### config.mk
export PLATFORM = sky130hd
export DESIGN_NAME = tcq_top
export DESIGN_NICKNAME = d
export VERILOG_FILES = /design/src/rtl/tcq_pkg.sv /design/src/rtl/tcq_queue.sv /design/src/rtl/tcq_gap.sv /design/src/rtl/tcq_top.sv
export VERILOG_INCLUDE_DIRS = /design/src /design/src/rtl
export SDC_FILE = /design/constraint.sdc
export NUM_CORES = 1
export LEC_CHECK = 0
export ABC_AREA = 1
export BUFFER_PORTS_ARGS = -buffer_cell sky130_fd_sc_hd__buf_2
export CAP_MARGIN = 5
export CORE_MARGIN = 3
export CORE_UTILIZATION = 54
export CTS_BUF_LIST = sky130_fd_sc_hd__clkbuf_4 sky130_fd_sc_hd__clkbuf_8 sky130_fd_sc_hd__clkbuf_16
export DETAILED_ROUTE_END_ITERATION = 7
export PLACE_DENSITY = 0.77
export SLEW_MARGIN = 20
export SYNTH_ARGS = -nofsm -noshare
export SYNTH_HDL_FRONTEND = slang
export SYNTH_SLANG_ARGS = --single-unit
### constraint.sdc
create_clock -name CLK_SYS_IN -period 2.2 [get_ports CLK_SYS_IN]
set_input_delay 0.11 -clock CLK_SYS_IN [delete_from_list [all_inputs] [get_ports CLK_SYS_IN]]
set_output_delay 0.11 -clock CLK_SYS_IN [all_outputs]
set_load 0.1 [all_outputs]
### src/rtl/tcq_defs.svh
`ifndef TCQ_DEFS_SVH
`define TCQ_DEFS_SVH
// Page number width and queue depth
`define TCQ_PAGE_W 3
`define TCQ_DEPTH 2
// Clock period and the least inactive gap between interrupts
`define TCQ_CLK_PERIOD_NS 100
`define TCQ_INT_GAP_NS 200
`define TCQ_GAP_CYC ((`TCQ_INT_GAP_NS + `TCQ_CLK_PERIOD_NS - 1) / `TCQ_CLK_PERIOD_NS)
// Gap counter width
`define TCQ_GAP_W 8
// Reset values
`define TCQ_CHAIN_RST 1'b0
`define TCQ_AVAIL_RST 1'b1
`define TCQ_INHIBIT_RST 1'b1
`endif

### src/rtl/tcq_pkg.sv
package tcq_pkg;
	// Command strobes from the host
	typedef struct packed {
		logic en_tx;
		logic dis_tx;
		logic clr_tx_int;
		logic en_rx;
		logic dis_rx;
		logic clr_rx_int;
		logic [2:0] page;
	} tcq_cmd_s;
	// Events from the protocol engine
	typedef struct packed {
		logic token;
		logic tx_done;
		logic tx_acked;
		logic rx_start;
		logic rx_done;
	} tcq_eng_s;
	// Interrupt gap states
	typedef enum logic [1:0] {
		TCQ_IDLE = 2'b00,
		TCQ_ACTIVE = 2'b01,
		TCQ_GAP = 2'b11
	} tcq_gap_e;
endpackage

### src/rtl/tcq_queue.sv
`timescale 1ns/100ps
`include "tcq_defs.svh"
// Two-deep page queue with completion status double buffer
module tcq_queue
	import tcq_pkg::*;
#(
	parameter int PAGE_W = `TCQ_PAGE_W
) (
	input wire logic clk_in,
	input wire logic srst_in,
	input wire logic chain_in,
	input wire logic push_in,
	input wire logic [PAGE_W-1:0] page_in,
	input wire logic cancel_in,
	input wire logic cancel_block_in,
	input wire logic done_in,
	input wire logic ok_in,
	input wire logic clear_in,
	output logic busy_out,
	output logic [1:0] count_out,
	output logic [PAGE_W-1:0] head_page_out,
	output logic event_out,
	output logic ok_out
);
	typedef struct packed {
		logic [1:0] cnt;
		logic [PAGE_W-1:0] p0;
		logic [PAGE_W-1:0] p1;
		logic ev0;
		logic ok0;
		logic ev1;
		logic ok1;
	} q_s;
	q_s st;
	q_s next_st;
	logic limit;

	// Refuse widths the queue cannot serve
	if (PAGE_W < 1) begin
		$error("PAGE_W too small");
	end

	// Queue depth limit: one in plain mode, two when chaining
	assign limit = chain_in ? 1'b1 : 1'b0;

	// Next state of queue and status buffer
	always_comb begin
		next_st = st;
		// Completion retires the head and buffers its result
		if (done_in && st.cnt != 2'h0) begin
			next_st.p0 = st.p1;
			next_st.cnt = st.cnt - 2'h1;
			if (!st.ev0 || (clear_in && !st.ev1)) begin
				next_st.ev0 = 1'b1;
				next_st.ok0 = ok_in;
			end else begin
				next_st.ev1 = 1'b1;
				next_st.ok1 = ok_in;
			end
			if (clear_in && st.ev1) begin
				next_st.ok0 = st.ok1;
				next_st.ok1 = ok_in;
			end
		end else if (clear_in) begin
			next_st.ev0 = st.ev1;
			next_st.ok0 = st.ok1;
			next_st.ev1 = 1'b0;
		end
		// Cancel oldest unless already started
		if (cancel_in && !cancel_block_in && st.cnt != 2'h0 && !done_in) begin
			next_st.p0 = st.p1;
			next_st.cnt = st.cnt - 2'h1;
		end
		// Accept up to two pending, ignore a third
		if (push_in && (st.cnt == 2'h0 || (st.cnt == 2'h1 && limit))) begin
			if (next_st.cnt == 2'h0)
				next_st.p0 = page_in;
			else
				next_st.p1 = page_in;
			next_st.cnt = next_st.cnt + 2'h1;
		end
	end

	// State register
	always_ff @(posedge clk_in) begin
		if (srst_in)
			st <= '0;
		else
			st <= next_st;
	end

	assign busy_out = st.cnt != 2'h0;
	assign count_out = st.cnt;
	assign head_page_out = st.p0;
	assign event_out = st.ev0;
	assign ok_out = st.ok0;
endmodule

### src/rtl/tcq_gap.sv
`timescale 1ns/100ps
`include "tcq_defs.svh"
// Interrupt line with enforced inactive gap between edges
module tcq_gap
	import tcq_pkg::*;
#(
	parameter int GAP_W = `TCQ_GAP_W
) (
	input wire logic clk_in,
	input wire logic srst_in,
	input wire logic req_in,
	input wire logic [GAP_W-1:0] gap_cyc_in,
	output logic irq_out
);
	typedef struct packed {
		tcq_gap_e state;
		logic [GAP_W-1:0] cnt;
		logic irq;
	} g_s;
	g_s st;
	g_s next_st;

	// Refuse counter widths below two bits
	if (GAP_W < 2) begin
		$error("GAP_W too small");
	end

	// Assert while requested, then hold low for the gap
	always_comb begin
		next_st = st;
		unique case (st.state)
			TCQ_IDLE: begin
				if (req_in) begin
					next_st.state = TCQ_ACTIVE;
					next_st.irq = 1'b1;
				end
			end
			TCQ_ACTIVE: begin
				if (!req_in) begin
					next_st.state = TCQ_GAP;
					next_st.irq = 1'b0;
					next_st.cnt = gap_cyc_in;
				end
			end
			TCQ_GAP: begin
				if (st.cnt <= GAP_W'(1))
					next_st.state = TCQ_IDLE;
				else
					next_st.cnt = st.cnt - GAP_W'(1);
			end
			default: begin
				next_st.state = TCQ_IDLE;
				next_st.irq = 1'b0;
			end
		endcase
	end

	// State register
	always_ff @(posedge clk_in) begin
		if (srst_in)
			st <= '{state: TCQ_IDLE, cnt: '0, irq: 1'b0};
		else
			st <= next_st;
	end

	assign irq_out = st.irq;
endmodule

### src/rtl/tcq_top.sv
`timescale 1ns/100ps
`include "tcq_defs.svh"
// Operation
// - Power up unchained; chaining when enable set
// - Two transmit, two receive pending, any order
// - Live available and inhibit flags kept separately
// - First transmit clears available and ack flags
// - Second transmit stored with page anytime
// - Transmit completion sets done event, interrupts
// - Only clear-transmit command clears done event
// - Transmit status double-buffered until cleared
// - Interrupt held until acked; next waits
// - At least 200 ns inactive between interrupts
// - Ack flag buffered with done, no interrupt
// - Stored transmit starts at next token
// - After clear, second result shown, interrupts again
// - Available mask gates only transmit done event
// - Done event set by transmission only, not reset
// - Each disable-transmit cancels oldest queued
// - Two consecutive enable-receive commands accepted
// - Reception sets done, inhibit, and interrupts
// - Receive done cleared only by clear command
// - Second queued receive takes next packet
// - Inhibit mask gates only receive done
// - Disable-receive cancels oldest unless begun
module tcq_top
	import tcq_pkg::*;
#(
	parameter int PAGE_W = `TCQ_PAGE_W,
	parameter int GAP_W = `TCQ_GAP_W
) (
	input wire logic CLK_SYS_IN,
	input wire logic SRST_IN,
	input wire logic CHAIN_EN_IN,
	input wire logic [1:0] CLOCK_MULT_SETTING_IN,
	input wire logic TX_AVAIL_MASK_IN,
	input wire logic RX_INHIBIT_MASK_IN,
	input wire tcq_cmd_s CMD_IN,
	input wire tcq_eng_s ENG_IN,
	output logic CHAIN_MODE_OUT,
	output logic TRANSMITTER_AVAILABLE_FLAG_OUT,
	output logic RECEIVER_INHIBIT_FLAG_OUT,
	output logic TX_DONE_EVENT_OUT,
	output logic TX_ACK_FLAG_OUT,
	output logic RX_DONE_EVENT_OUT,
	output logic TX_START_OUT,
	output logic [PAGE_W-1:0] TX_PAGE_OUT,
	output logic RX_ARMED_OUT,
	output logic [PAGE_W-1:0] RX_PAGE_OUT,
	output logic [1:0] TX_PENDING_OUT,
	output logic [1:0] RX_PENDING_OUT,
	output logic IRQ_OUT
);
	localparam int GAP_CYC = `TCQ_GAP_CYC;

	// Whole top-level state
	typedef struct packed {
		logic chain;
		logic avail;
		logic inhibit;
		logic tx_active;
		logic rx_active;
		logic tx_start;
		logic ack_live;
		logic [PAGE_W-1:0] tx_page;
		logic [PAGE_W-1:0] rx_page;
		logic rx_armed;
		logic [1:0] txn;
		logic [1:0] rxn;
		logic tx_ev;
		logic tx_ok;
		logic rx_ev;
		logic ack;
		logic irq;
	} top_s;
	top_s st;
	top_s next_st;

	logic tx_busy, rx_busy;
	logic [1:0] tx_cnt, rx_cnt;
	logic [PAGE_W-1:0] tx_head, rx_head;
	logic tx_event, tx_ok, rx_event;
	logic tx_req, rx_req, irq_req;
	logic [GAP_W-1:0] gap_cyc;
	logic irq_line;
	logic tx_done_q, rx_done_q;

	// Page width is fixed by the command struct
	if (PAGE_W != `TCQ_PAGE_W) begin
		$error("PAGE_W must match CMD_IN page");
	end
	// Largest multiplier shifts the gap by three places
	if (GAP_CYC * 8 >= (1 << GAP_W)) begin
		$error("GAP_W too small");
	end

	// Completions only count while an operation is live
	assign tx_done_q = ENG_IN.tx_done && st.tx_active;
	assign rx_done_q = ENG_IN.rx_done && st.rx_active;

	// Transmit queue: completion from engine only
	tcq_queue #(
		.PAGE_W(PAGE_W)
	) u_txq (
		.clk_in(CLK_SYS_IN),
		.srst_in(SRST_IN),
		.chain_in(st.chain),
		.push_in(CMD_IN.en_tx),
		.page_in(CMD_IN.page),
		.cancel_in(CMD_IN.dis_tx),
		.cancel_block_in(1'b0),
		.done_in(tx_done_q),
		.ok_in(ENG_IN.tx_acked),
		.clear_in(CMD_IN.clr_tx_int),
		.busy_out(tx_busy),
		.count_out(tx_cnt),
		.head_page_out(tx_head),
		.event_out(tx_event),
		.ok_out(tx_ok)
	);

	// Receive queue: cancel blocked once reception began
	tcq_queue #(
		.PAGE_W(PAGE_W)
	) u_rxq (
		.clk_in(CLK_SYS_IN),
		.srst_in(SRST_IN),
		.chain_in(st.chain),
		.push_in(CMD_IN.en_rx),
		.page_in(CMD_IN.page),
		.cancel_in(CMD_IN.dis_rx),
		.cancel_block_in(st.rx_active),
		.done_in(rx_done_q),
		.ok_in(1'b1),
		.clear_in(CMD_IN.clr_rx_int),
		.busy_out(rx_busy),
		.count_out(rx_cnt),
		.head_page_out(rx_head),
		.event_out(rx_event),
		.ok_out()
	);

	// Masks gate only the done events
	assign tx_req = tx_event && TX_AVAIL_MASK_IN;
	assign rx_req = rx_event && RX_INHIBIT_MASK_IN;
	assign irq_req = tx_req || rx_req;

	// Gap scales with the clock multiplier
	assign gap_cyc = GAP_W'(GAP_CYC) << CLOCK_MULT_SETTING_IN;

	// Interrupt line with inactive gap
	tcq_gap #(
		.GAP_W(GAP_W)
	) u_gap (
		.clk_in(CLK_SYS_IN),
		.srst_in(SRST_IN),
		.req_in((tx_req && !CMD_IN.clr_tx_int) ||
			(rx_req && !CMD_IN.clr_rx_int)),
		.gap_cyc_in(gap_cyc),
		.irq_out(irq_line)
	);

	// Next top-level state
	always_comb begin
		next_st = st;
		next_st.chain = CHAIN_EN_IN;
		next_st.tx_start = 1'b0;
		// Start head transmission at token
		if (tx_busy && !st.tx_active && ENG_IN.token && !CMD_IN.dis_tx) begin
			next_st.tx_active = 1'b1;
			next_st.tx_start = 1'b1;
		end
		if (tx_done_q) begin
			next_st.tx_active = 1'b0;
			next_st.ack_live = ENG_IN.tx_acked;
		end
		// New transmit clears live available and ack
		if (CMD_IN.en_tx && (tx_cnt == 2'h0 || (tx_cnt == 2'h1 && st.chain)))
			next_st.ack_live = 1'b0;
		// Live available tracks the queue
		next_st.avail = (tx_cnt == 2'h0 && !CMD_IN.en_tx) ||
			(tx_cnt == 2'h1 && tx_done_q && !CMD_IN.en_tx);
		// Reception begins, ends; inhibit live
		if (rx_busy && ENG_IN.rx_start && !st.rx_active)
			next_st.rx_active = 1'b1;
		if (rx_done_q)
			next_st.rx_active = 1'b0;
		next_st.inhibit = (rx_cnt == 2'h0 && !CMD_IN.en_rx) ||
			(rx_cnt == 2'h1 && rx_done_q && !CMD_IN.en_rx);
		next_st.tx_page = tx_head;
		next_st.rx_page = rx_head;
		next_st.rx_armed = rx_busy;
		next_st.txn = tx_cnt;
		next_st.rxn = rx_cnt;
		// Buffered status shown to host
		next_st.tx_ev = tx_event;
		next_st.tx_ok = tx_event ? tx_ok : 1'b0;
		next_st.rx_ev = rx_event;
		// Ack view registered so the pin comes from a flop
		next_st.ack = next_st.chain ? next_st.tx_ok : next_st.ack_live;
		next_st.irq = irq_line;
	end

	// State register
	always_ff @(posedge CLK_SYS_IN) begin
		if (SRST_IN) begin
			st <= '0;
			st.chain <= `TCQ_CHAIN_RST;
			st.avail <= `TCQ_AVAIL_RST;
			st.inhibit <= `TCQ_INHIBIT_RST;
		end else begin
			st <= next_st;
		end
	end

	assign CHAIN_MODE_OUT = st.chain;
	assign TRANSMITTER_AVAILABLE_FLAG_OUT = st.avail;
	assign RECEIVER_INHIBIT_FLAG_OUT = st.inhibit;
	assign TX_DONE_EVENT_OUT = st.tx_ev;
	assign TX_ACK_FLAG_OUT = st.ack;
	assign RX_DONE_EVENT_OUT = st.rx_ev;
	assign TX_START_OUT = st.tx_start;
	assign TX_PAGE_OUT = st.tx_page;
	assign RX_ARMED_OUT = st.rx_armed;
	assign RX_PAGE_OUT = st.rx_page;
	assign TX_PENDING_OUT = st.txn;
	assign RX_PENDING_OUT = st.rxn;
	assign IRQ_OUT = st.irq;
endmodule

Word level (Yosys, flattened, before mapping). Index checks and enable logic that the tools add are counted.

Bits of input ports: 21. Register bits: 56.

Reductions and logical operators: 79. Bitwise operators: 3. $add $sub $neg: 5. Magnitude comparators: 1. Eq/ne operators: 15. Muxes and demuxes: 36. Shift-type cells: 1.

Operator list (count): 1-bit logical AND (34); 3-bit two-way mux (8); 8-bit two-way mux (3); 5-bit two-way mux (4); 2-bit AND reduction (9); 2-bit inequality test (second input constant) (8); 8-bit one-hot mux with 2 select lines (1); 1-bit zero test (13); 2-bit two-way mux (6); 1-bit two-way mux (11); 11-bit two-way mux (1); 2-bit zero test (5); 2-bit nonzero test (5); 3-bit AND reduction (3); 8-bit by 1-bit less-or-equal comparator with 1-bit output (second input constant) (1); 1-bit logical OR (8); 2-bit by 2-bit left shift with 8-bit output (first input constant) (1); 8-bit by 1-bit subtractor with 8-bit output (second input constant) (1); 2-bit by 1-bit equality test with 1-bit output (second input constant) (3); 2-bit one-hot mux with 3 select lines (1); 2-bit by 1-bit adder with 2-bit output (second input constant) (2); 2-bit by 1-bit inequality test with 1-bit output (second input constant) (2); 2-bit OR reduction (2); 2-bit by 1-bit subtractor with 2-bit output (second input constant) (2); 4 further kinds (6).

Logic depth before layout (Yosys ltp). Gate-level depths: netlist of run 1.

Depth in word-level cells: 8. Depth in mapped cells: 13.

Modules after synthesis. Synthesis of run 1 repeated with hierarchy kept, for this count alone.

Cell total of the unflattened synthesis: 430. Area total of the unflattened synthesis: 2964.1 µm².

Modules (own cells, without submodules): tcq_queue (area an instance 699.4 µm², times used 2, cells an instance 105, sequential area each 240.2 µm²); tcq_top (area an instance 843.3 µm², times used 1, cells an instance 106, sequential area each 440.4 µm²); tcq_gap (area an instance 721.9 µm², times used 1, cells an instance 114, sequential area each 220.2 µm²).

Worst setup path after synthesis of run 1. Ideal clock, no wire load.

Path kind: register -> register. Start: register u_rxq.st (netlist bit u_rxq.count_out[0]). End: register u_rxq.st[4] (netlist bit). Cell stages (with the launch flop): 12. Required time: 2080 ps. Buffers on the path: 0. Arrival time: 1773 ps. Path slack: 308 ps. Cells stage by stage: dfxtp_1 inv_1 ha_1 inv_2 nand2_2 nand2_4 o21ai_0 inv_1 ha_1 or2_1 o21ai_0 a21oi_1.

Longest elaborated chain between the ends: 7. Elaborated cells between the ends (all ways): 15.

RTL lines: start, declared (line tcq_queue.sv:34) `q_s st;`; start signal, assigned (line tcq_queue.sv:89) `st <= next_st;`; parallel branches: the longest is 6 deep, another holds 2-bit by 1-bit subtractor with 2-bit output; 2-bit AND reduction (no source line) (*).

Mark *: on every way between the ends. A chain may end at the register's enable or synchronous reset.

Worst setup path in the final report of run 1.
Start: register u_txq.st (netlist bit u_txq.count_out[0]). End: register u_txq.st[4] (netlist bit).

Longest elaborated chain between the ends: 7. Elaborated cells between the ends (all ways): 15.

RTL lines (line): start, declared (tcq_queue.sv:34); start signal, assigned (tcq_queue.sv:89); parallel branches: the longest is 6 deep, another holds 2-bit by 1-bit subtractor with 2-bit output; 2-bit AND reduction (no source line) (*).

Marked as above.

==> results.yml, run 1 <==
grt:
  antenna_found_initial: 0
  globalRoute.totalOverflow: 0
  number_of_global_route_vias_before_repair: 1717
  grt_pass1_wl_um: 7458
  largest_net_degree_at_the_start_of_global_routing: 34
  groute.usage.overall: 0.1766
logic_synthesis:
  synth_fp_nets: 350
  synth_top_cells_by_count: "sky130_fd_sc_hd__dfxtp_1 (55), sky130_fd_sc_hd__nand2_1 (54), sky130_fd_sc_hd__inv_1 (39)"
  synthArstFlopShare: 0
  yosys_most_used_dff: "sky130_fd_sc_hd__dfxtp_1"
  syn_area_per_cell_um2: 7.694
  synth.most_common_cell: "sky130_fd_sc_hd__dfxtp_1"
  synth_largest_type_area_fraction: 0.4458
  ys.warnings.count: 0
  synthCells: 321
  ys_ff_latch: 55
  synth-edff-count: 0
  syn-cell-area_um2: 2470
  synthDominantAreaCellType: "sky130_fd_sc_hd__dfxtp_1"
  synth.area.top_cells: "sky130_fd_sc_hd__dfxtp_1 (45%), sky130_fd_sc_hd__nand2_1 (8.2%), sky130_fd_sc_hd__inv_1 (5.9%), sky130_fd_sc_hd__nor2_1 (4.7%), sky130_fd_sc_hd__a21oi_1 (4.3%)"
  ys_seq_area_frac: 0.4458
  synth_cell_types: 33
drt:
  first_iter_violations: 100
  remaining_routing_drc_violations: 0
  total_number_of_vias: 1982
  ant_nets: 0
  post_dr_wirelength_cell_um: 11.13
  via_per_inst: 4.906
  drt-pass1-iter-count: 4
  route.final.wire_length_um: 4496
clocking:
  cts_hold_buffers: 0
  cts_buffer_depth: 2
  clock_sink_count: 55
  cts_tree: "built"
  clockRootBuffer: "sky130_fd_sc_hd__clkbuf_8"
  clock_latency_ns: 0.30
  path_clk_slew_ns: 0.10
  h_tree_levels: 2
  cts_buffers: 5
sta:
  timing_worst_slew_pin_value_ns: 0.6450
  finClkSkew_ns: 0.009141
  final.period_utilization: 0.9151
  final.setup.tns_ns: 0
  hold_viol: 0
  slew-limit-headroom: 0.5700
  grt_setup_unrepaired: "no"
  finalSetupViolations: 0
  min_cycle_time_layout_ns: 2.013
  fmaxAchievable_mhz: 496.7
  final_max_slew_viol_count: 0
worst_setup_path:
  setup.worst_path.end_class: "register"
  buffers_plus_inverters_on_the_worst_setup_path: 2
  critical_path_required_ns: 2.39
  critical_path.top_delay_family: "adder cells"
  worst-endpoint-arrival_ns: 2.21
  slowest_delay_ns: 0.41
  worst_path_max_delay_cell: "sky130_fd_sc_hd__dfxtp_1"
  critical_path.startpoint_type: "register"
  reg2reg_slack_ns: 0.19
  crit_path_top_cell_by_count: "sky130_fd_sc_hd__ha_1"
  worst-path-max-fanout: 9
  cp_cell_sequence: "inv_1, ha_1, inv_2, nand2_2, xor2_2, ha_1, or2_4, o21ai_0, a21oi_1"
  setup.worst_path.class: "register to register"
layout:
  post_route_cells_drive_above_1_share: 0.2373
  num-nets-final: 383
  fin_util: 0.6504
  insertedDiodeCount: 0
  layout.cells.non_filler: 404
  syn_to_final_growth_pct: 10.64
placed_design:
  place_congestion: 0.8847
  hpwlAfterDp_um: 3285
  dpl.cell_count: 396
  portBuffers: 39
power:
  total_leakage_power_nw: 1.299
  pwr_density_nw_per_um2: 1212
  peakVddDrop_mv: 0.6057
floorplan:
  initial_core_util: 0.5878
  design.portCount: 40
  dieWidth_um: 73.63
  core.rowCount: 23
  core_um2: 4202
  floorplan.die_area_um2: 5421
  fp.dieH_um: 73.63
run_status:
  run_status: "finished, final reports clean"
hold_path:
  hold_class: "primary input to register"
flow_run:
  cap_violations: 0
## registers in the layout (all words and copies together) (netlist names), 2 cells and up
name	flops
u_gap.st	10
u_txq.st	5
u_rxq.st	4
RX_PAGE_OUT	3
TX_PAGE_OUT	3
st	3
u_rxq.head_page_out	3
u_txq.head_page_out	3
RX_PENDING_OUT	2
TX_PENDING_OUT	2
u_rxq.count_out	2
u_txq.count_out	2
## layout by cell type (no fill, tap or decap), types with 7 or more instances in the layout
master and n:
sky130_fd_sc_hd__nand2_2 10, sky130_fd_sc_hd__nand2_1 54, sky130_fd_sc_hd__ha_1 8, sky130_fd_sc_hd__o21ai_1 13, sky130_fd_sc_hd__inv_1 39, sky130_fd_sc_hd__inv_2 11, sky130_fd_sc_hd__a21oi_1 21, sky130_fd_sc_hd__o21ai_0 13
sky130_fd_sc_hd__nor2_1 31, sky130_fd_sc_hd__buf_2 39, sky130_fd_sc_hd__dfxtp_1 55, sky130_fd_sc_hd__nand3_1 9, sky130_fd_sc_hd__o211ai_1 7
## per-layer routing
| metal | vias up | track usage | part of all wire |
|---|---|---|---|
| li1 | 1076 | - | - |
| met1 | 857 | 0.2349 | 0.50 |
| met2 | 44 | 0.2825 | 0.45 |
| met3 | 5 | 0.03694 | 0.045 |
| met4 | 0 | 0.06237 | 0.0085 |
| met5 | - | 0 | 0 |
## per-stage QoR
stage | power, mW | setup slack, ns | hold slack, ns | area, um^2
2_1_floorplan | 2.556 | 0.3079 | 0.1876 | 2470
3_3_place_gp | 2.702 | 0.2146 | 0.3457 | 2635
3_5_place_dp | 2.743 | 0.1457 | 0.3542 | 2635
4_1_cts | 3.317 | 0.1224 | 0.02990 | 2723
5_1_grt | 3.555 | 0.008053 | 0.04263 | 2733
6_report | 3.313 | 0.1869 | 0.03600 | 2733
## where the power goes
part | switching [mW] | leakage [nW] | internal (mW)
Clock | 0.307 | 0.0470 | 0.248
Sequential | 0.0824 | 0.449 | 1.21
Combinational | 1.06 | 0.803 | 0.411
Total | 1.44 | 1.30 | 1.87
## path summary, 6_finish.rpt
check / start / endpoint / depth (start not counted)
worst min register to register: u_rxq.head_page_out[2] / RX_PAGE_OUT[2] / 2
worst max-delay path: u_txq.count_out[0] / u_txq.st[4] / 9
worst min-delay path: CMD_IN[6] / u_txq.st[1] / 2
worst max register to register: u_txq.count_out[0] / u_txq.st[4] / 9
## kinds of logic (layout without fill, tap and decap cells)
| logic type | count (synthesis) | count (layout) | synth area share |
|---|---|---|---|
| adder cells (fa/ha/maj) | 8 | 8 | 0.04053 |
| flip-flops | 55 | 55 | 0.4458 |
| XOR/XNOR | 4 | 4 | 0.02026 |
| buffers and inverters | 65 | 98 | 0.1155 |
| AND/OR/NAND/NOR | 123 | 123 | 0.2254 |
| AO/OA/AOI/OAI | 66 | 66 | 0.1525 |
## repair_timing
item,CTS,global route
setup buffers,0,1
endpoints found under the setup margin,0,4
resized for setup,0,4
## cell type report
type	instances	area [um^2]
clock buffer	6	82.58
clock inverter	1	5.005
fill	370	1469
inverter	51	192.7
multi-input combinational	201	1086
sequential	55	1101
tap	50	62.56
timing repair buffer	40	202.7
Power figures use the tool's default switching activity.
==> run 2: changes to the inputs <==
PLACE_DENSITY = 0.83   (was 0.77)
==> run 2 against run 1 <==
Compared with the run above:
- clock-buffer cell count unchanged
- maximum frequency about the same
- critical path type unchanged
- largest cell class unchanged
- die area unchanged
- largest power group unchanged
- combinational power about the same
- first-iteration DRC count down 1.0%
- cell count down 0.25%
- critical endpoint is now u_txq.st[5]
- cell area down 0.18%
- highest routed layer unchanged
==> results.yml, run 2 (synthesis gave the netlist of run 1 again) <==
sta:
  fmaxAchievable_mhz: 496.4
  finClkSkew_ns: 0.007720
  min_cycle_time_layout_ns: 2.015
  final_max_slew_viol_count: 0
  timing.final.ws_setup_ns: 0.1854
  slew-limit-headroom: 0.5966
  grt_setup_unrepaired: "no"
  timing_worst_slew_pin_value_ns: 0.6052
  final.setup.tns_ns: 0
  finalSetupViolations: 0
  final.period_utilization: 0.9157
  hold_viol: 0
floorplan:
  core.rowCount: 23
  fp.dieH_um: 73.63
  dieWidth_um: 73.63
  design.portCount: 40
  initial_core_util: 0.5878
  core_um2: 4202
  floorplan.die_area_um2: 5421
layout:
  syn_to_final_growth_pct: 10.44
  largest_reg_flops: 10
  layout.cells.non_filler: 403
  fill_cells: 379
  post_route_cells_drive_above_1_share: 0.2380
  num-nets-final: 382
  regMostFlops: "u_gap.st"
  layout.cells.most_common_list: "sky130_fd_sc_hd__dfxtp_1 (55), sky130_fd_sc_hd__nand2_1 (54), sky130_fd_sc_hd__inv_1 (39), sky130_fd_sc_hd__buf_2 (39), sky130_fd_sc_hd__nor2_1 (31)"
  biggest_registers_after_layout: "u_gap.st: 10 flops, u_txq.st: 5 flops, u_rxq.st: 4 flops"
  design_area_um2: 2728
  fin_util: 0.6492
  insertedDiodeCount: 0
  final_common_cell: "sky130_fd_sc_hd__dfxtp_1"
drt:
  drt-pass1-iter-count: 4
  first_iter_violations: 99
  via_per_inst: 5.067
  total_number_of_vias: 2042
  post_dr_wirelength_cell_um: 11.71
  route.final.wire_length_um: 4720
  remaining_routing_drc_violations: 0
  ant_nets: 0
worst_setup_path:
  setup.worst_path.end_class: "register"
  cp_cell_sequence: "inv_1, ha_1, inv_2, nand2_2, o21ai_1, inv_1, ha_1, or2_4, o21ai_1, a21oi_1"
  reg2reg_slack_ns: 0.19
  worst-path-max-fanout: 9
  setup.worst_path.class: "register to register"
  slowest_delay_ns: 0.41
  critical_path.startpoint_type: "register"
  critical_path_required_ns: 2.39
  worst_path_max_delay_cell: "sky130_fd_sc_hd__dfxtp_1"
  worst-endpoint-arrival_ns: 2.21
  buffers_plus_inverters_on_the_worst_setup_path: 3
  critical_path.top_delay_family: "simple AND/OR/NAND/NOR gates"
placed_design:
  detailed_place.area_um2: 2635
  portBuffers: 39
  place_congestion: 0.8875
  hpwlAfterDp_um: 3574
  dpl_worst_slack_ns: 0.1085
  dpl.cell_count: 396
run_status:
  run_status: "finished, final reports clean"
clocking:
  h_tree_levels: 2
  clock_sink_count: 55
  clockRootBuffer: "sky130_fd_sc_hd__clkbuf_8"
  post_cts_setup_buffer_count: 0
  cts_buffer_depth: 2
  cts_tree: "built"
  path_clk_slew_ns: 0.09
  clock_latency_ns: 0.31
  cts_buffers: 5
  cts_hold_buffers: 0
power:
  peakVddDrop_mv: 0.6514
  total_leakage_power_nw: 1.293
  pwr_density_nw_per_um2: 1211
grt:
  antenna_found_initial: 0
  grt_pass1_wl_um: 8190
  largest_net_degree_at_the_start_of_global_routing: 34
  number_of_global_route_vias_before_repair: 1993
  globalRoute.totalOverflow: 0
  groute.usage.overall: 0.1939
flow_run:
  cap_violations: 0
hold_path:
  hold_class: "primary input to register"
-- run 2: cell types whose count changed in the layout (fill, tap and decap cells not counted) --
cell                      delta
sky130_fd_sc_hd__ha_2        +1
sky130_fd_sc_hd__buf_4       -1
sky130_fd_sc_hd__o21ai_1     -1
sky130_fd_sc_hd__ha_1        -1
sky130_fd_sc_hd__o21ai_0     +1
-- run 2: timing repair --
action / in CTS / in global routing
gates resized for setup: 0 / 4
endpoints found under the setup margin: 0 / 3
hold endpoints to repair: 0 / 0
-- run 2: report_power, final --
part           internal [mW]  total (mW)  switching, mW  leakage [nW]
clock network          0.247       0.549          0.302        0.0470
registers               1.21        1.29         0.0847         0.449
logic                  0.403        1.46           1.06         0.797
total                   1.86        3.30           1.44          1.29
-- run 2: worst paths after layout --
check / cells after the start / startpoint / to
setup / recovery: 10 / u_txq.count_out[0] / u_txq.st[5]
hold / removal: 2 / CMD_IN[6] / u_txq.st[1]
hold reg to reg: 2 / u_rxq.head_page_out[2] / RX_PAGE_OUT[2]
setup reg to reg: 10 / u_txq.count_out[0] / u_txq.st[5]
-- run 2: metal layers --
metal	routed length (um)	vias up	share of wire	global-route usage
li1	-	1071	-	-
met1	2077	919	0.44	0.2164
met2	2316	43	0.49	0.3455
met3	244	9	0.052	0.05335
met4	80	0	0.017	0.07646
met5	0	-	0	0
-- run 2: final cells by class --
class                      instances  area [um^2]  area share
multi-input combinational        201         1089      0.3991
tap                               50        62.56     0.02294
clock inverter                     1        5.005    0.001835
timing repair buffer              39        195.2     0.07156
sequential                        55         1101      0.4037
clock buffer                       6        82.58     0.03028
inverter                          51        192.7     0.07064
-- run 2: per-stage QoR --
step	power, mW	hold WS (ns)
after global placement	2.697	0.3456
after floorplan	2.556	0.1876
final	3.302	0.03485
after detailed placement	2.748	0.3581
after global routing	3.545	0.02314
after CTS	3.309	0.03061
==> run 3: changes to the inputs <==
--- a/config.mk
+++ b/config.mk
@@ -11,8 +11,8 @@
 export CAP_MARGIN = 5
 export CORE_MARGIN = 3
-export CORE_UTILIZATION = 54
+export CORE_UTILIZATION = 33
 export CTS_BUF_LIST = sky130_fd_sc_hd__clkbuf_4 sky130_fd_sc_hd__clkbuf_8 sky130_fd_sc_hd__clkbuf_16
 export DETAILED_ROUTE_END_ITERATION = 7
-export PLACE_DENSITY = 0.83
+export PLACE_DENSITY = 0.57
 export SLEW_MARGIN = 20
 export SYNTH_ARGS = -nofsm -noshare
==> constraint.sdc (replaced) <==
create_clock -name CLK_SYS_IN -period 2.2 [get_ports CLK_SYS_IN]
set_input_delay 0.44 -clock CLK_SYS_IN [delete_from_list [all_inputs] [get_ports CLK_SYS_IN]]
set_output_delay 0.44 -clock CLK_SYS_IN [all_outputs]
set_load 0.1 [all_outputs]
==> run 3 against run 2 <==
Compared with the run above:
- critical path type unchanged
- sequential share of layout area down 1.1 points
- sequential power is essentially flat
- critical path depth is 1 lower
==> results.yml, run 3 (synthesis gave the netlist of run 1 again) <==
run_status:
  run_status: "finished, final reports clean"
worst_setup_path:
  worst_path_max_delay_cell: "sky130_fd_sc_hd__dfxtp_1"
  worst-path-max-fanout: 9
  setup.worst_path.end_class: "register"
  worstReg2RegEnd: "u_txq.st[4]"
  slowest_delay_ns: 0.41
  critical_path_cell_count: 9
  worst-endpoint-arrival_ns: 2.18
  rr_worst_depth: 9
  buffers_plus_inverters_on_the_worst_setup_path: 2
  crit_path_top_cell_by_count: "sky130_fd_sc_hd__ha_1"
  reg2reg_slack_ns: 0.21
  critical_path_required_ns: 2.40
  cp_cell_sequence: "inv_1, ha_1, inv_2, nand2_2, xor2_2, ha_1, or2_4, o21ai_0, a21oi_1"
  worst_r2r_startpoint: "u_txq.count_out[0]"
  critical_path.startpoint_type: "register"
  critical_path.top_delay_family: "adder cells"
  setup.worst_path.class: "register to register"
floorplan:
  dieWidth_um: 92.51
  core.rowCount: 30
  design.portCount: 40
  initial_core_util: 0.3519
  floorplan.die_area_um2: 8558
  core_um2: 7019
  fp.dieH_um: 92.51
power:
  total_leakage_power_nw: 1.305
  swShare: 0.4325
  power_report.internal_total_mw: 1.875
  total_power_mw: 3.304
  share_comb_of_total_power: 0.439
  peakVddDrop_mv: 0.3598
  clockPowerShare: 0.170
  switchingPower_mw: 1.429
  power.sequential.fraction: 0.390
  pwr_density_nw_per_um2: 1179
clocking:
  cts_tree: "built"
  clockRootBuffer: "sky130_fd_sc_hd__clkbuf_8"
  path_clk_slew_ns: 0.10
  clock_latency_ns: 0.31
  cts_buffer_depth: 2
  cts_buffers: 5
  clock_sink_count: 55
  h_tree_levels: 2
grt:
  globalRoute.totalOverflow: 0
  antenna_found_initial: 0
  grt_pass1_wl_um: 8059
  groute.usage.overall: 0.1163
  largest_net_degree_at_the_start_of_global_routing: 21
  number_of_global_route_vias_before_repair: 1792
placed_design:
  hpwlAfterDp_um: 3577
  dpl_worst_slack_ns: 0.09785
  detailed_place.area_um2: 2700
  portBuffers: 39
  place_congestion: 0.8033
sta:
  final.setup.tns_ns: 0
  fin_worst_hold_slack_ns: 0.3668
  finClkSkew_ns: 0.009787
  grt_setup_unrepaired: "no"
  hold_viol: 0
  final.period_utilization: 0.9023
  finalSetupViolations: 0
  fmaxAchievable_mhz: 503.8
  slew-limit-headroom: 0.6758
  min_cycle_time_layout_ns: 1.985
  timing.final.ws_setup_ns: 0.2149
  final_max_slew_viol_count: 0
  timing_worst_slew_pin_value_ns: 0.4897
layout:
  design_area_um2: 2801
  num-nets-final: 384
  biggest_registers_after_layout: "u_gap.st: 10 flops, u_txq.st: 5 flops, u_rxq.st: 4 flops"
  final_common_cell: "sky130_fd_sc_hd__dfxtp_1"
  largest_reg_flops: 10
  regMostFlops: "u_gap.st"
  fill_cells: 743
  syn_to_final_growth_pct: 13.42
  insertedDiodeCount: 0
  layout.cells.most_common_list: "sky130_fd_sc_hd__dfxtp_1 (55), sky130_fd_sc_hd__nand2_1 (54), sky130_fd_sc_hd__inv_1 (39), sky130_fd_sc_hd__buf_2 (39), sky130_fd_sc_hd__nor2_1 (31)"
  post_route_cells_drive_above_1_share: 0.2444
hold_path:
  hold_path_startpoint: "CMD_IN[6]"
  hold_end: "u_txq.st[1]"
  hold_path_depth: 2
  hold_class: "primary input to register"
drt:
  via_per_inst: 4.378
  ant_nets: 0
  route.final.wire_length_um: 4728
  first_iter_violations: 38
  total_number_of_vias: 1979
  remaining_routing_drc_violations: 0
  drt-pass1-iter-count: 4
  post_dr_wirelength_cell_um: 10.46
flow_run:
  cap_violations: 0
==> run 3: changes by cell type in the layout (fill, tap and decap cells not counted) <==
cell,change
sky130_fd_sc_hd__buf_4,+2
sky130_fd_sc_hd__clkbuf_8,-1
sky130_fd_sc_hd__clkbuf_4,+2
==> run 3: layer usage <==
metal / track usage / up-vias / part of all wire / routed length [um]
li1: - / 1075 / - / -
met1: 0.1531 / 862 / 0.50 / 2371
met2: 0.1873 / 35 / 0.44 / 2087
met3: 0.03006 / 7 / 0.045 / 211
met4: 0.03342 / 0 / 0.012 / 57
met5: 0 / - / 0 / 0
==> run 3: through the flow <==
step | utilization | cells
3_3_place_gp | 0.3847 | 443
2_1_floorplan | - | 321
5_1_grt | 0.3991 | 452
4_1_cts | 0.3973 | 451
6_report | 0.3991 | 452
3_5_place_dp | 0.3847 | 443
==> run 3: area by class of cell <==
cell class / count / area [um^2] / area share
flip-flops and latches: 55 / 1101 / 0.3930
inverters: 51 / 192.7 / 0.06878
clock buffers: 7 / 83.83 / 0.02992
repair buffers: 41 / 210.2 / 0.07503
well taps: 96 / 120.1 / 0.04288
clock inverters: 1 / 5.005 / 0.001787
multi-input cells: 201 / 1089 / 0.3886
==> run 3: worst reg2reg max path, stage by stage, from the launching register on <==
cell,delay [ns]
sky130_fd_sc_hd__dfxtp_1,0.41
sky130_fd_sc_hd__inv_1,0.08
sky130_fd_sc_hd__ha_1,0.24
sky130_fd_sc_hd__inv_2,0.10
sky130_fd_sc_hd__nand2_2,0.14
sky130_fd_sc_hd__xor2_2,0.19
sky130_fd_sc_hd__ha_1,0.22
sky130_fd_sc_hd__or2_4,0.27
sky130_fd_sc_hd__o21ai_0,0.15
sky130_fd_sc_hd__a21oi_1,0.06
==> run 3: repair_timing <==
action                     in CTS  in global routing
setup buffers                   0                  1
setup endpoints to repair       0                  4
hold buffers                    0                  0
resized for setup               0                  4
==> run 3: worst max-delay path by stage <==
stage	to	slack, ns	startpoint
floorplan	u_rxq.st[4]	0.31	u_rxq.count_out[0]
global placement	u_rxq.st[6]	0.19	u_rxq.count_out[0]
detailed placement	u_rxq.st[6]	0.1	u_rxq.count_out[0]
CTS	u_rxq.st[6]	0.08	u_rxq.count_out[0]
global route	u_rxq.st[4]	0.03	u_rxq.count_out[0]
finish	u_txq.st[4]	0.21	u_txq.count_out[0]
==> run 3: power groups by stage <==
stage | clock network [mW] | logic [mW] | registers [mW]
3_5_place_dp | 0 | 1.43 | 1.31
5_1_grt | 0.628 | 1.64 | 1.31
4_1_cts | 0.583 | 1.43 | 1.29
2_1_floorplan | 0 | 1.12 | 1.44
6_report | 0.563 | 1.45 | 1.29
3_3_place_gp | 0 | 1.40 | 1.31
